$ cat src/rtl/acrts_pkg.sv
// shared constants for the actuator relay, timer and status block
package acrts_pkg;
	// setup mode codes on the mode switch bank (S1 is bit 0)
	localparam logic [7:0] MODE_RELAY_ONE  = 8'h16; // S2,S3,S5
	localparam logic [7:0] MODE_STARTER    = 8'h07; // S1,S2,S3
	localparam logic [7:0] MODE_TRIP_A     = 8'h18; // S4,S5
	localparam logic [7:0] MODE_TRIP_B     = 8'h12; // S2,S5
	localparam logic [7:0] MODE_WATER_HAM  = 8'h1a; // S2,S4,S5
	localparam logic [7:0] MODE_OPEN_ON    = 8'h1d; // S1,S3,S4,S5
	localparam logic [7:0] MODE_OPEN_OFF   = 8'h1e; // S2,S3,S4,S5
	localparam logic [7:0] MODE_CLOSE_ON   = 8'h1b; // S1,S2,S4,S5
	localparam logic [7:0] MODE_CLOSE_OFF  = 8'h1c; // S3,S4,S5

	// setting store slots
	localparam int CFG_SLOTS = 9;
	localparam int SLOT_RELAY     = 0;
	localparam int SLOT_STARTER   = 1;
	localparam int SLOT_TRIP_A    = 2;
	localparam int SLOT_TRIP_B    = 3;
	localparam int SLOT_WATER_HAM = 4;
	localparam int SLOT_OPEN_ON   = 5;
	localparam int SLOT_OPEN_OFF  = 6;
	localparam int SLOT_CLOSE_ON  = 7;
	localparam int SLOT_CLOSE_OFF = 8;
	localparam logic [7:0] CFG_RESET = 8'h00;

	// relay function codes on the value switch bank
	localparam logic [7:0] RLY_NO_HOST   = 8'h00;
	localparam logic [7:0] RLY_NO_REMOTE = 8'h01;
	localparam logic [7:0] RLY_NO_LOCAL  = 8'h02;
	localparam logic [7:0] RLY_NO_TRIP_A = 8'h03;
	localparam logic [7:0] RLY_NO_ESD    = 8'h04;
	localparam logic [7:0] RLY_NC_HOST   = 8'h05;
	localparam logic [7:0] RLY_NC_REMOTE = 8'h06;
	localparam logic [7:0] RLY_NC_LOCAL  = 8'h07;
	localparam logic [7:0] RLY_NC_TRIP_A = 8'h08;

	// motor starter codes
	localparam logic [7:0] STARTER_ELECTROMECH = 8'h00;

	// input register indices
	localparam logic [1:0] IREG_LIVE     = 2'h0;
	localparam logic [1:0] IREG_STANDARD = 2'h1;
	localparam logic [1:0] IREG_EXTENDED = 2'h2;
	localparam logic [1:0] IREG_MODEL    = 2'h3;

	// live input bit positions
	localparam int LV_OPEN_LIMIT   = 0;
	localparam int LV_CLOSE_LIMIT  = 1;
	localparam int LV_AUX_OPEN     = 2;
	localparam int LV_AUX_CLOSE    = 3;
	localparam int LV_LOCAL        = 4;
	localparam int LV_REMOTE       = 5;
	localparam int LV_OPEN_TORQUE  = 6;
	localparam int LV_CLOSE_TORQUE = 7;
	localparam int LV_POWER_MON    = 8;
	localparam int LV_THERMAL      = 9;
	localparam int LV_PHASE        = 10;
	localparam int LV_LOCAL_ESD    = 11;

	// widths of the synchronised pin group
	localparam int SYNC_W = 42;

	// timing
	localparam int CLK_PERIOD_NS   = 100;
	localparam int SECOND_NS       = 1000000000;
	localparam int TICK_CYCLES     = SECOND_NS / CLK_PERIOD_NS;
	localparam logic [7:0] AWH_SEC_FAST = 8'h01; // solid-state / drive
	localparam logic [7:0] AWH_SEC_SLOW = 8'h02; // electromechanical

	// duty cycle states
	typedef enum logic [2:0] {
		DC_PASS = 3'b001,
		DC_ON   = 3'b010,
		DC_OFF  = 3'b100
	} acrts_duty_t;
endpackage

$ cat src/rtl/acrts_cfg_store.sv
// setting store loaded from the value switch bank in setup mode
module acrts_cfg_store (
	input  wire logic                              clock_in,
	input  wire logic                              reset_n_in,
	input  wire logic                              setup_in,
	input  wire logic [7:0]                        mode_in,
	input  wire logic [7:0]                        value_in,
	output logic [acrts_pkg::CFG_SLOTS*8-1:0]      cfg_out
);
	localparam logic [7:0] SLOT_CODE [acrts_pkg::CFG_SLOTS] = '{
		acrts_pkg::MODE_RELAY_ONE, acrts_pkg::MODE_STARTER,
		acrts_pkg::MODE_TRIP_A,    acrts_pkg::MODE_TRIP_B,
		acrts_pkg::MODE_WATER_HAM, acrts_pkg::MODE_OPEN_ON,
		acrts_pkg::MODE_OPEN_OFF,  acrts_pkg::MODE_CLOSE_ON,
		acrts_pkg::MODE_CLOSE_OFF};

	// one slot per setting, written while its mode code is selected
	genvar g;
	generate
		for (g = 0; g < acrts_pkg::CFG_SLOTS; g++)
		begin : slot
			logic [7:0] value;
			logic [7:0] next_value;
			always_comb
			begin
				next_value = value;
				if (setup_in && mode_in == SLOT_CODE[g])
					next_value = value_in;
			end
			always_ff @(posedge clock_in or negedge reset_n_in)
			begin
				if (!reset_n_in)
					value <= acrts_pkg::CFG_RESET;
				else
					value <= next_value;
			end
			assign cfg_out[g*8 +: 8] = value;
		end
	endgenerate
endmodule

$ cat src/rtl/acrts_top.sv
// actuator user relay, travel duty-cycle timers and status words
// Overview of operation
// - make-contact relay: off host, S1 remote, S2 local, S1S2 trip A, S3 EMERGENCY_SHUTDOWN
// - break-contact relay: S1S3 host, S2S3 remote, S1S2S3 local, S4 trip A; coil driven the same as the make-contact codes, not inverted
// - relay drive drops whenever actuator power is lost; nothing latches
// - mode S4,5 sets trip point A in percent; zero disables it
// - mode S2,5 sets trip point B in percent; zero disables it
// - mode S2,4,5 sets water hammer start position on closing; zero off
// - mode S1,3,4,5 sets opening on time in seconds; zero disables
// - mode S2,3,4,5 sets opening off time in seconds; zero disables
// - mode S1,2,4,5 sets closing on time in seconds; zero disables
// - mode S3,4,5 sets closing off time in seconds; zero disables
// - duty timers run only with the selector in remote
// - duty timers apply only with solid-state or variable speed starter
// - water hammer pulses 50 percent, 1 s fast starters, 2 s others
// - active water hammer pulsing overrides closing duty timers
// - all status points are numbered from zero; host adds one
// - four input registers hold live, standard, extended, model words
// - model word: setup, three analog faults, software EMERGENCY_SHUTDOWN, rest zero
// - discrete points 0-15 mirror the live hardware inputs
// - point 30 reads zero, point 31 ORs the alarms above
// - extended group reports mid travel stop, ORed alarm, network alarms
module acrts_top #(
	parameter int TICK_CYCLES = acrts_pkg::TICK_CYCLES
) (
	input  wire logic        clock_in,
	input  wire logic        reset_n_in,
	input  wire logic [15:0] live_inputs_in,
	input  wire logic        stall_alarm_in,
	input  wire logic        actuator_fail_in,
	input  wire logic [1:0]  network_alarm_in,
	input  wire logic [2:0]  analog_fault_in,
	input  wire logic        software_esd_in,
	input  wire logic        setup_mode_in,
	input  wire logic        power_ok_in,
	input  wire logic [7:0]  mode_switch_bank_in,
	input  wire logic [7:0]  value_switch_bank_in,
	input  wire logic [6:0]  valve_position_in,
	input  wire logic        open_request_in,
	input  wire logic        close_request_in,
	input  wire logic        host_relay_in,
	input  wire logic [1:0]  status_index_in,
	input  wire logic [5:0]  discrete_index_in,
	output logic             relay_coil_out,
	output logic             trip_a_reached_out,
	output logic             trip_b_reached_out,
	output logic             open_motor_out,
	output logic             close_motor_out,
	output logic [15:0]      status_word_out,
	output logic             discrete_bit_out
);
	localparam logic [23:0] TICK_LAST = 24'(TICK_CYCLES - 1);

	// pin synchroniser: three stages, change taken when stages 2 and 3 agree
	logic [acrts_pkg::SYNC_W-1:0] raw, s1, s2, s3, pins;
	logic [acrts_pkg::SYNC_W-1:0] next_pins;
	assign raw = {live_inputs_in, stall_alarm_in, actuator_fail_in,
		network_alarm_in, analog_fault_in, software_esd_in,
		setup_mode_in, power_ok_in, mode_switch_bank_in,
		value_switch_bank_in};
	always_comb
	begin
		// per bit, so one restless pin cannot hold back the others
		next_pins = (s3 & ~(s2 ^ s3)) | (pins & (s2 ^ s3));
	end
	always_ff @(posedge clock_in or negedge reset_n_in)
	begin
		if (!reset_n_in)
		begin
			s1   <= '0;
			s2   <= '0;
			s3   <= '0;
			pins <= '0;
		end
		else
		begin
			s1   <= raw;
			s2   <= s1;
			s3   <= s2;
			pins <= next_pins;
		end
	end

	logic [15:0] live;
	logic        stall, fail, setup, soft_esd, power_ok;
	logic [1:0]  net_alarm;
	logic [2:0]  ain_fault;
	logic [7:0]  mode_bank, value_bank;
	assign {live, stall, fail, net_alarm, ain_fault, soft_esd, setup,
		power_ok, mode_bank, value_bank} = pins;

	// setting store
	logic [acrts_pkg::CFG_SLOTS*8-1:0] cfg;
	acrts_cfg_store u_cfg (
		.clock_in   (clock_in),
		.reset_n_in (reset_n_in),
		.setup_in   (setup),
		.mode_in    (mode_bank),
		.value_in   (value_bank),
		.cfg_out    (cfg)
	);
	logic [7:0] relay_fn, starter, trip_a, trip_b, awh_pos;
	logic [7:0] open_on, open_off, close_on, close_off;
	assign relay_fn  = cfg[acrts_pkg::SLOT_RELAY*8 +: 8];
	assign starter   = cfg[acrts_pkg::SLOT_STARTER*8 +: 8];
	assign trip_a    = cfg[acrts_pkg::SLOT_TRIP_A*8 +: 8];
	assign trip_b    = cfg[acrts_pkg::SLOT_TRIP_B*8 +: 8];
	assign awh_pos   = cfg[acrts_pkg::SLOT_WATER_HAM*8 +: 8];
	assign open_on   = cfg[acrts_pkg::SLOT_OPEN_ON*8 +: 8];
	assign open_off  = cfg[acrts_pkg::SLOT_OPEN_OFF*8 +: 8];
	assign close_on  = cfg[acrts_pkg::SLOT_CLOSE_ON*8 +: 8];
	assign close_off = cfg[acrts_pkg::SLOT_CLOSE_OFF*8 +: 8];

	logic local_sel, remote_sel, any_esd, hit_a, hit_b;
	assign local_sel  = live[acrts_pkg::LV_LOCAL];
	assign remote_sel = live[acrts_pkg::LV_REMOTE];
	assign any_esd    = live[acrts_pkg::LV_LOCAL_ESD] | soft_esd;
	// trip points count only when configured non-zero
	assign hit_a = (trip_a != 8'h00) && ({1'b0, valve_position_in} >= trip_a);
	assign hit_b = (trip_b != 8'h00) && ({1'b0, valve_position_in} >= trip_b);

	// relay coil decode
	logic next_relay, next_hit_a, next_hit_b;
	always_comb
	begin
		case (relay_fn)
			acrts_pkg::RLY_NO_HOST:   next_relay = host_relay_in;
			acrts_pkg::RLY_NO_REMOTE: next_relay = remote_sel;
			acrts_pkg::RLY_NO_LOCAL:  next_relay = local_sel;
			acrts_pkg::RLY_NO_TRIP_A: next_relay = hit_a;
			acrts_pkg::RLY_NO_ESD:    next_relay = any_esd;
			acrts_pkg::RLY_NC_HOST:   next_relay = host_relay_in;
			acrts_pkg::RLY_NC_REMOTE: next_relay = remote_sel;
			acrts_pkg::RLY_NC_LOCAL:  next_relay = local_sel;
			acrts_pkg::RLY_NC_TRIP_A: next_relay = hit_a;
			default:                  next_relay = 1'b0;
		endcase
		next_relay = next_relay & power_ok;
		next_hit_a = hit_a;
		next_hit_b = hit_b;
	end
	always_ff @(posedge clock_in or negedge reset_n_in)
	begin
		if (!reset_n_in)
		begin
			relay_coil_out     <= 1'b0;
			trip_a_reached_out <= 1'b0;
			trip_b_reached_out <= 1'b0;
		end
		else
		begin
			relay_coil_out     <= next_relay;
			trip_a_reached_out <= next_hit_a;
			trip_b_reached_out <= next_hit_b;
		end
	end

	// choose on/off seconds: water hammer first, then duty timers
	logic       awh_active, duty_ok;
	logic [7:0] t_on, t_off, awh_sec;
	always_comb
	begin
		awh_active = close_request_in && (awh_pos != 8'h00) &&
			({1'b0, valve_position_in} <= awh_pos);
		duty_ok = remote_sel &&
			(starter != acrts_pkg::STARTER_ELECTROMECH);
		awh_sec = (starter == acrts_pkg::STARTER_ELECTROMECH) ?
			acrts_pkg::AWH_SEC_SLOW : acrts_pkg::AWH_SEC_FAST;
		t_on  = 8'h00;
		t_off = 8'h00;
		if (awh_active)
		begin
			t_on  = awh_sec;
			t_off = awh_sec;
		end
		else if (close_request_in && duty_ok)
		begin
			t_on  = close_on;
			t_off = close_off;
		end
		else if (open_request_in && duty_ok)
		begin
			t_on  = open_on;
			t_off = open_off;
		end
	end

	// duty cycle sequencer with one-second tick
	acrts_pkg::acrts_duty_t state, next_state;
	logic [23:0] tick_cnt, next_tick_cnt;
	logic [7:0]  sec_left, next_sec_left;
	logic        pulse, tick, next_open, next_close;
	always_comb
	begin
		pulse         = (t_on != 8'h00) && (t_off != 8'h00);
		tick          = (tick_cnt == TICK_LAST);
		next_state    = state;
		next_sec_left = sec_left;
		next_tick_cnt = tick ? 24'h000000 : tick_cnt + 24'h000001;
		case (state)
			acrts_pkg::DC_PASS:
			begin
				next_tick_cnt = 24'h000000;
				if (pulse)
				begin
					next_state    = acrts_pkg::DC_ON;
					next_sec_left = t_on;
				end
			end
			acrts_pkg::DC_ON:
			begin
				if (!pulse)
					next_state = acrts_pkg::DC_PASS;
				else if (tick && sec_left <= 8'h01)
				begin
					next_state    = acrts_pkg::DC_OFF;
					next_sec_left = t_off;
				end
				else if (tick)
					next_sec_left = sec_left - 8'h01;
			end
			acrts_pkg::DC_OFF:
			begin
				if (!pulse)
					next_state = acrts_pkg::DC_PASS;
				else if (tick && sec_left <= 8'h01)
				begin
					next_state    = acrts_pkg::DC_ON;
					next_sec_left = t_on;
				end
				else if (tick)
					next_sec_left = sec_left - 8'h01;
			end
			default:
				next_state = acrts_pkg::DC_PASS;
		endcase
		if (!pulse)
			next_tick_cnt = 24'h000000;
		// motor held off during the off phase only
		next_open  = open_request_in && (state != acrts_pkg::DC_OFF);
		next_close = close_request_in && (state != acrts_pkg::DC_OFF);
	end
	always_ff @(posedge clock_in or negedge reset_n_in)
	begin
		if (!reset_n_in)
		begin
			state           <= acrts_pkg::DC_PASS;
			tick_cnt        <= 24'h000000;
			sec_left        <= 8'h00;
			open_motor_out  <= 1'b0;
			close_motor_out <= 1'b0;
		end
		else
		begin
			state           <= next_state;
			tick_cnt        <= next_tick_cnt;
			sec_left        <= next_sec_left;
			open_motor_out  <= next_open;
			close_motor_out <= next_close;
		end
	end

	// status words, numbered from zero
	logic [15:0] w_live, w_std, w_ext, w_model;
	logic        opening, closing, unit_alarm;
	logic [63:0] points;
	logic [15:0] next_word;
	logic        next_bit;
	always_comb
	begin
		opening    = live[acrts_pkg::LV_AUX_OPEN];
		closing    = live[acrts_pkg::LV_AUX_CLOSE];
		unit_alarm = live[acrts_pkg::LV_OPEN_TORQUE] |
			live[acrts_pkg::LV_CLOSE_TORQUE] | stall |
			live[acrts_pkg::LV_POWER_MON] | live[acrts_pkg::LV_THERMAL] |
			live[acrts_pkg::LV_PHASE] | live[acrts_pkg::LV_LOCAL_ESD] | fail;
		w_live = live;
		w_std = {unit_alarm, 1'b0, fail,
			live[acrts_pkg::LV_LOCAL_ESD], live[acrts_pkg::LV_PHASE],
			live[acrts_pkg::LV_THERMAL], live[acrts_pkg::LV_POWER_MON],
			stall, live[acrts_pkg::LV_CLOSE_TORQUE],
			live[acrts_pkg::LV_OPEN_TORQUE], remote_sel, local_sel,
			closing, opening, live[acrts_pkg::LV_CLOSE_LIMIT],
			live[acrts_pkg::LV_OPEN_LIMIT]};
		w_ext = {live[acrts_pkg::LV_PHASE], live[acrts_pkg::LV_LOCAL_ESD],
			live[acrts_pkg::LV_CLOSE_TORQUE],
			live[acrts_pkg::LV_OPEN_TORQUE], net_alarm[1], net_alarm[0],
			live[acrts_pkg::LV_POWER_MON], live[acrts_pkg::LV_THERMAL],
			unit_alarm, local_sel, stall, closing, opening,
			~(live[acrts_pkg::LV_OPEN_LIMIT] |
			live[acrts_pkg::LV_CLOSE_LIMIT] | opening | closing),
			live[acrts_pkg::LV_CLOSE_LIMIT],
			live[acrts_pkg::LV_OPEN_LIMIT]};
		w_model = {11'h000, soft_esd, ain_fault, setup};
		points  = {w_model, w_ext, w_std, w_live};
		case (status_index_in)
			acrts_pkg::IREG_LIVE:     next_word = w_live;
			acrts_pkg::IREG_STANDARD: next_word = w_std;
			acrts_pkg::IREG_EXTENDED: next_word = w_ext;
			acrts_pkg::IREG_MODEL:    next_word = w_model;
			default:                  next_word = 16'h0000;
		endcase
		next_bit = points[discrete_index_in];
	end
	always_ff @(posedge clock_in or negedge reset_n_in)
	begin
		if (!reset_n_in)
		begin
			status_word_out  <= 16'h0000;
			discrete_bit_out <= 1'b0;
		end
		else
		begin
			status_word_out  <= next_word;
			discrete_bit_out <= next_bit;
		end
	end
endmodule
$ cat config.mk
export PLATFORM = sky130hd
export DESIGN_NAME = acrts_top
export DESIGN_NICKNAME = d
export VERILOG_FILES = /design/src/rtl/acrts_pkg.sv /design/src/rtl/acrts_cfg_store.sv /design/src/rtl/acrts_top.sv
export SDC_FILE = /design/constraint.sdc
export NUM_CORES = 1
export LEC_CHECK = 0
export ABC_AREA = 1
export BUFFER_PORTS_ARGS = -buffer_cell sky130_fd_sc_hd__buf_2
export CAP_MARGIN = 20
export CORE_MARGIN = 10
export CORE_UTILIZATION = 45
export DETAILED_ROUTE_END_ITERATION = 12
export HOLD_SLACK_MARGIN = 0.1
export MAX_ROUTING_LAYER = met4
export PLACE_DENSITY = 0.68
export SYNTH_ARGS = -nofsm -noshare
export SYNTH_HDL_FRONTEND = slang
export SYNTH_HIERARCHICAL = 1
export SYNTH_SLANG_ARGS = --single-unit
export TNS_END_PERCENT = 1
$ cat constraint.sdc
create_clock -name clock_in -period 2.4 [get_ports clock_in]
set_input_delay 0.48 -clock clock_in [delete_from_list [all_inputs] [get_ports clock_in]]
set_output_delay 0.48 -clock clock_in [all_outputs]
set_load 0.02 [all_outputs]
==> reports/qor.csv <==
stage,metric,value,unit
outcome,outcome,"finished, final reports clean",
synth,most frequent cell after synthesis,nand2_1,
critical_path,CP max FO,7,
synth,number of synthesized register bits,297,
placement,Placed Instances,1791,
synth,post-synthesis adder-cell area fraction,5.68,%
global_routing,initial antenna violation count,0,
placement,Placer Congestion,0.880,
synth,Mapped Area,12700,sq um
critical_path,Critical-path top delay cell,dfrtp_1,
critical_path,startpoint types,flop,
floorplanning,initial core utilization,45.6,%
global_routing,first-pass GRT wire length,47800,um
drt,DR pass1 iterations,6,
placement,HPWL Detailed,20100,um
synth,compound-gate portion of the synthesized area,4.04,%
floorplanning,Die ar.,35300,sq um
synth,Synth Flop Type,dfrtp_1,
critical_path,r2r setup slk,0.03,ns
clocking,clock slew at reported path FFs,0.06,ns
sta,FMAX,0.421,GHz
synth,largest family of logic cells by synthesized area,simple AND/OR/NAND/NOR gates,
min_path,Hold Startpoint,discrete_index_in[5],
sta,fin crit share,98.9,%
synth,mux contribution to synthesized area,0,%
sta,Final Setup Violations,0,
synth,Synth area leader,dfrtp_1,
critical_path,RR Endpoint,tick_cnt[23]$_DFF_PN0_,
critical_path,Max stage delay on crit path,0.35,ns
min_path,hold path depth,4,
synth,synthesized area per cell,9.57,sq um
flow_run,max_cap viols,0,
synth,Cell variety after synth,44,
synth,post-synth top area share,58.4,%
floorplanning,DIE HEIGHT,188,um
synth,syn nets,1410,
clocking,CTS tree,done,
synth,Simple-Gate Fraction of Synth Area,24.9,%
synth,Post-Synth XOR/XNOR Area,1.31,%
final_layout,fraction of layout cells with a size suffix above 1,17.7,%
drt,Via density,5.08,
critical_path,crit path kind,reg -> reg,
final_layout,fill count,2449,
floorplanning,FP Rows,61,
drt,Post-route DRC,0,
clocking,clk root buf,clkbuf_16,
floorplanning,IO Count,84,
clocking,H-tree depth,2,
sta,Sum Neg Setup Slack,0,ns
drt,Wirelength per Cell,15.1,um
synth,ranking of synthesized cells by area,"dfrtp_1 (58%), nand2_1 (11%), nand3_1 (5.0%)",
final_layout,Final Net Count,1587,
synth,commonest cells in the netlist,"nand2_1 (363), dfrtp_1 (296), nand3_1 (126), inv_1 (118), nor2_1 (74)",
final_layout,post-route insts no fill,1903,
synth,async set or reset register ratio after synthesis,100,%
sta,RSZ-0062 raised after global routing,true,
sta,Worst Tran Pin Value,0.619,ns
power_and_ir_drop,pwr dens,818,nW/um^2
sta,slew margin rel.,58.6,%
min_path,HP Class,in -> reg,
drt,WL final,28800,um
global_routing,vias in the first global route,9637,
power_and_ir_drop,P_leak,7.54,nW
synth,number of synthesized flops with an enable pin,0,
clocking,CTS sink count,297,
placement,Placed Area,13800,sq um
sta,fin. max-slew vios,0,
drt,routed vias,9672,
final_layout,Layout Utilization,56.6,%
clocking,cts bufs inserted,34,
drt,remaining antenna violation count,0,
min_path,hold path endpoint,discrete_bit_out$_DFF_PN0_,
clocking,worst-case clock buffer depth,3,
global_routing,global route total overflow,0,
global_routing,largest net degree at the start of global routing,71,
critical_path,"Cell Chain, Critical Path",inv_2 -> ha_4 -> nand2_2 -> nor3_2 -> nand4_1 -> nand2_4 -> nand2_8 -> clkbuf_16 -> nand2_4 -> nand2_4 -> nor2_4 -> nand2_4 -> nand2_8 -> clkbuf_16 -> nor3_1,
floorplanning,CORE AREA,27800,sq um
final_layout,Finished Cell Area,15700,sq um
sta,Period minus WS final,2.37,ns
global_routing,All-Layer GR Usage,16.5,%
critical_path,most frequent cell on the critical path,nand2_4,
drt,DR iter-0 viols,793,
synth,Yosys Warn Count,6,
final_layout,growth of design area from synthesis to finish,24.0,%
critical_path,Crit. End Element,flop,
critical_path,Crit path required time,2.79,ns
final_layout,n_diodes,0,
clocking,worst skew pair latency,0.52,ns
critical_path,RR Startpoint,u_cfg/slot[4].value[5]$_DFFE_PN0P_,
sta,Worst Skew,0.0245,ns
floorplanning,Die Span X,188,um
critical_path,r2r worst-path depth,15,
placement,# port buffers,83,
power_and_ir_drop,VDD IR max,442,uV
synth,Cells after Synth,1324,
sta,final-report hold violation count,0,
sta,worst hold slack,0.279,ns
synth,part of the Yosys area used for sequential elements,58.6,%
critical_path,arrival time at the worst endpoint,2.76,ns
-- per-layer routing --
metal,GRT usage [%],wire [um],vias to the layer above
li1,-,-,4723
met1,21.6,12900,4624
met2,26.1,13800,266
met3,2.39,1390,59
met4,5.08,699,0
met5,-,0,-
-- area by class of cell --
cell class	instances	area [sq um]	area share (%)
clock buffer	46	956	6.08
tap	378	473	3.01
sequential	297	7430	47.3
multi-input combinational	865	4820	30.7
timing repair buffer	175	1380	8.80
inverter	128	480	3.06
clock inverter	14	170	1.08
-- kinds of logic after synthesis --
| family | after synthesis |
|---|---|
| AOI/OAI and AO/OA | 83 |
| xor gates and xnor gates | 19 |
| adders and majority gates | 66 |
| buffers and inverters | 164 |
| DFF | 297 |
| and+or+nand+nor | 695 |
-- where the power goes --
| group | total, mW | internal (mW) | switching (mW) |
|---|---|---|---|
| registers | 5.68 | 5.37 | 0.311 |
| logic | 2.06 | 0.814 | 1.25 |
| clock network | 5.11 | 3.13 | 1.97 |
-- cell usage in the layout (no fill, tap or decap), types with 3 or more instances in the layout --
| cell type | synthesis | routed |
|---|---|---|
| nand2_1 | 363 | 342 |
| dfrtp_1 | 296 | 296 |
| nand3_1 | 126 | 121 |
| inv_1 | 118 | 115 |
| buf_2 | 5 | 82 |
| nor2_1 | 74 | 69 |
| nand4_1 | 55 | 55 |
| dlygate4sd3_1 | 0 | 43 |
| maj3_1 | 42 | 42 |
| clkbuf_16 | 0 | 37 |
| buf_4 | 8 | 34 |
| o21ai_0 | 34 | 32 |
| nor3_1 | 30 | 28 |
| ha_1 | 24 | 22 |
| xor2_1 | 18 | 18 |
| nand2_2 | 6 | 15 |
| a21oi_1 | 14 | 14 |
| nor2_4 | 10 | 13 |
| nand3_2 | 8 | 12 |
| inv_2 | 8 | 11 |
| nand2_4 | 0 | 11 |
| o221ai_1 | 9 | 9 |
| nor4_1 | 8 | 7 |
| o211ai_1 | 7 | 7 |
| buf_12 | 0 | 7 |
| clkbuf_8 | 0 | 6 |
| clkinv_2 | 0 | 6 |
| clkbuf_1 | 18 | 6 |
| nor2_2 | 3 | 5 |
| nor3_2 | 3 | 5 |
| buf_6 | 5 | 5 |
| o22ai_1 | 4 | 4 |
| nor3b_1 | 3 | 3 |
| or2_1 | 3 | 3 |
| bufinv_16 | 0 | 3 |
-- per-stage QoR --
| step | setup WS, ns | power [mW] |
|---|---|---|
| finish | 0.0268 | 12.8 |
| global route | -0.0943 | 13.5 |
| CTS | 0.0230 | 12.7 |
| detailed placement | -0.290 | 7.50 |
| global placement | -0.205 | 7.44 |
| floorplan | 0.214 | 6.80 |
-- worst max-delay path by stage --
| stage | endpoint | slack, ns | start |
|---|---|---|---|
| 2_1_floorplan | sec_left[3]$_DFFE_PN0P_ | 0.21 | valve_position_in[6] |
| 4_1_cts | tick_cnt[12]$_DFF_PN0_ | 0.02 | u_cfg/slot[4].value[6]$_DFFE_PN0P_ |
| 3_5_place_dp | tick_cnt[0]$_DFF_PN0_ | -0.29 | valve_position_in[6] |
| 6_report | tick_cnt[23]$_DFF_PN0_ | 0.03 | u_cfg/slot[4].value[5]$_DFFE_PN0P_ |
| 5_1_grt | tick_cnt[23]$_DFF_PN0_ | -0.09 | u_cfg/slot[4].value[5]$_DFFE_PN0P_ |
| 3_3_place_gp | tick_cnt[23]$_DFF_PN0_ | -0.21 | valve_position_in[6] |
-- repair_timing --
item / in CTS / in global routing
hold endpoints to repair: 77 / 0
gates cloned: 0 / 6
resized for setup: 3 / 62
pin swaps: 0 / 18
hold buffers: 43 / 0
buffers inserted: 0 / 3
endpoints found under the setup margin: 35 / 35
-- worst max-delay path, delay by kind of cell (launching register included) --
| kind | cells | cell delay [ns] |
|---|---|---|
| adders and majority gates | 1 | 0.26 |
| buffers and inverters | 3 | 0.41 |
| DFF | 1 | 0.35 |
| and+or+nand+nor | 11 | 1.21 |
Power figures use the tool's default switching activity.
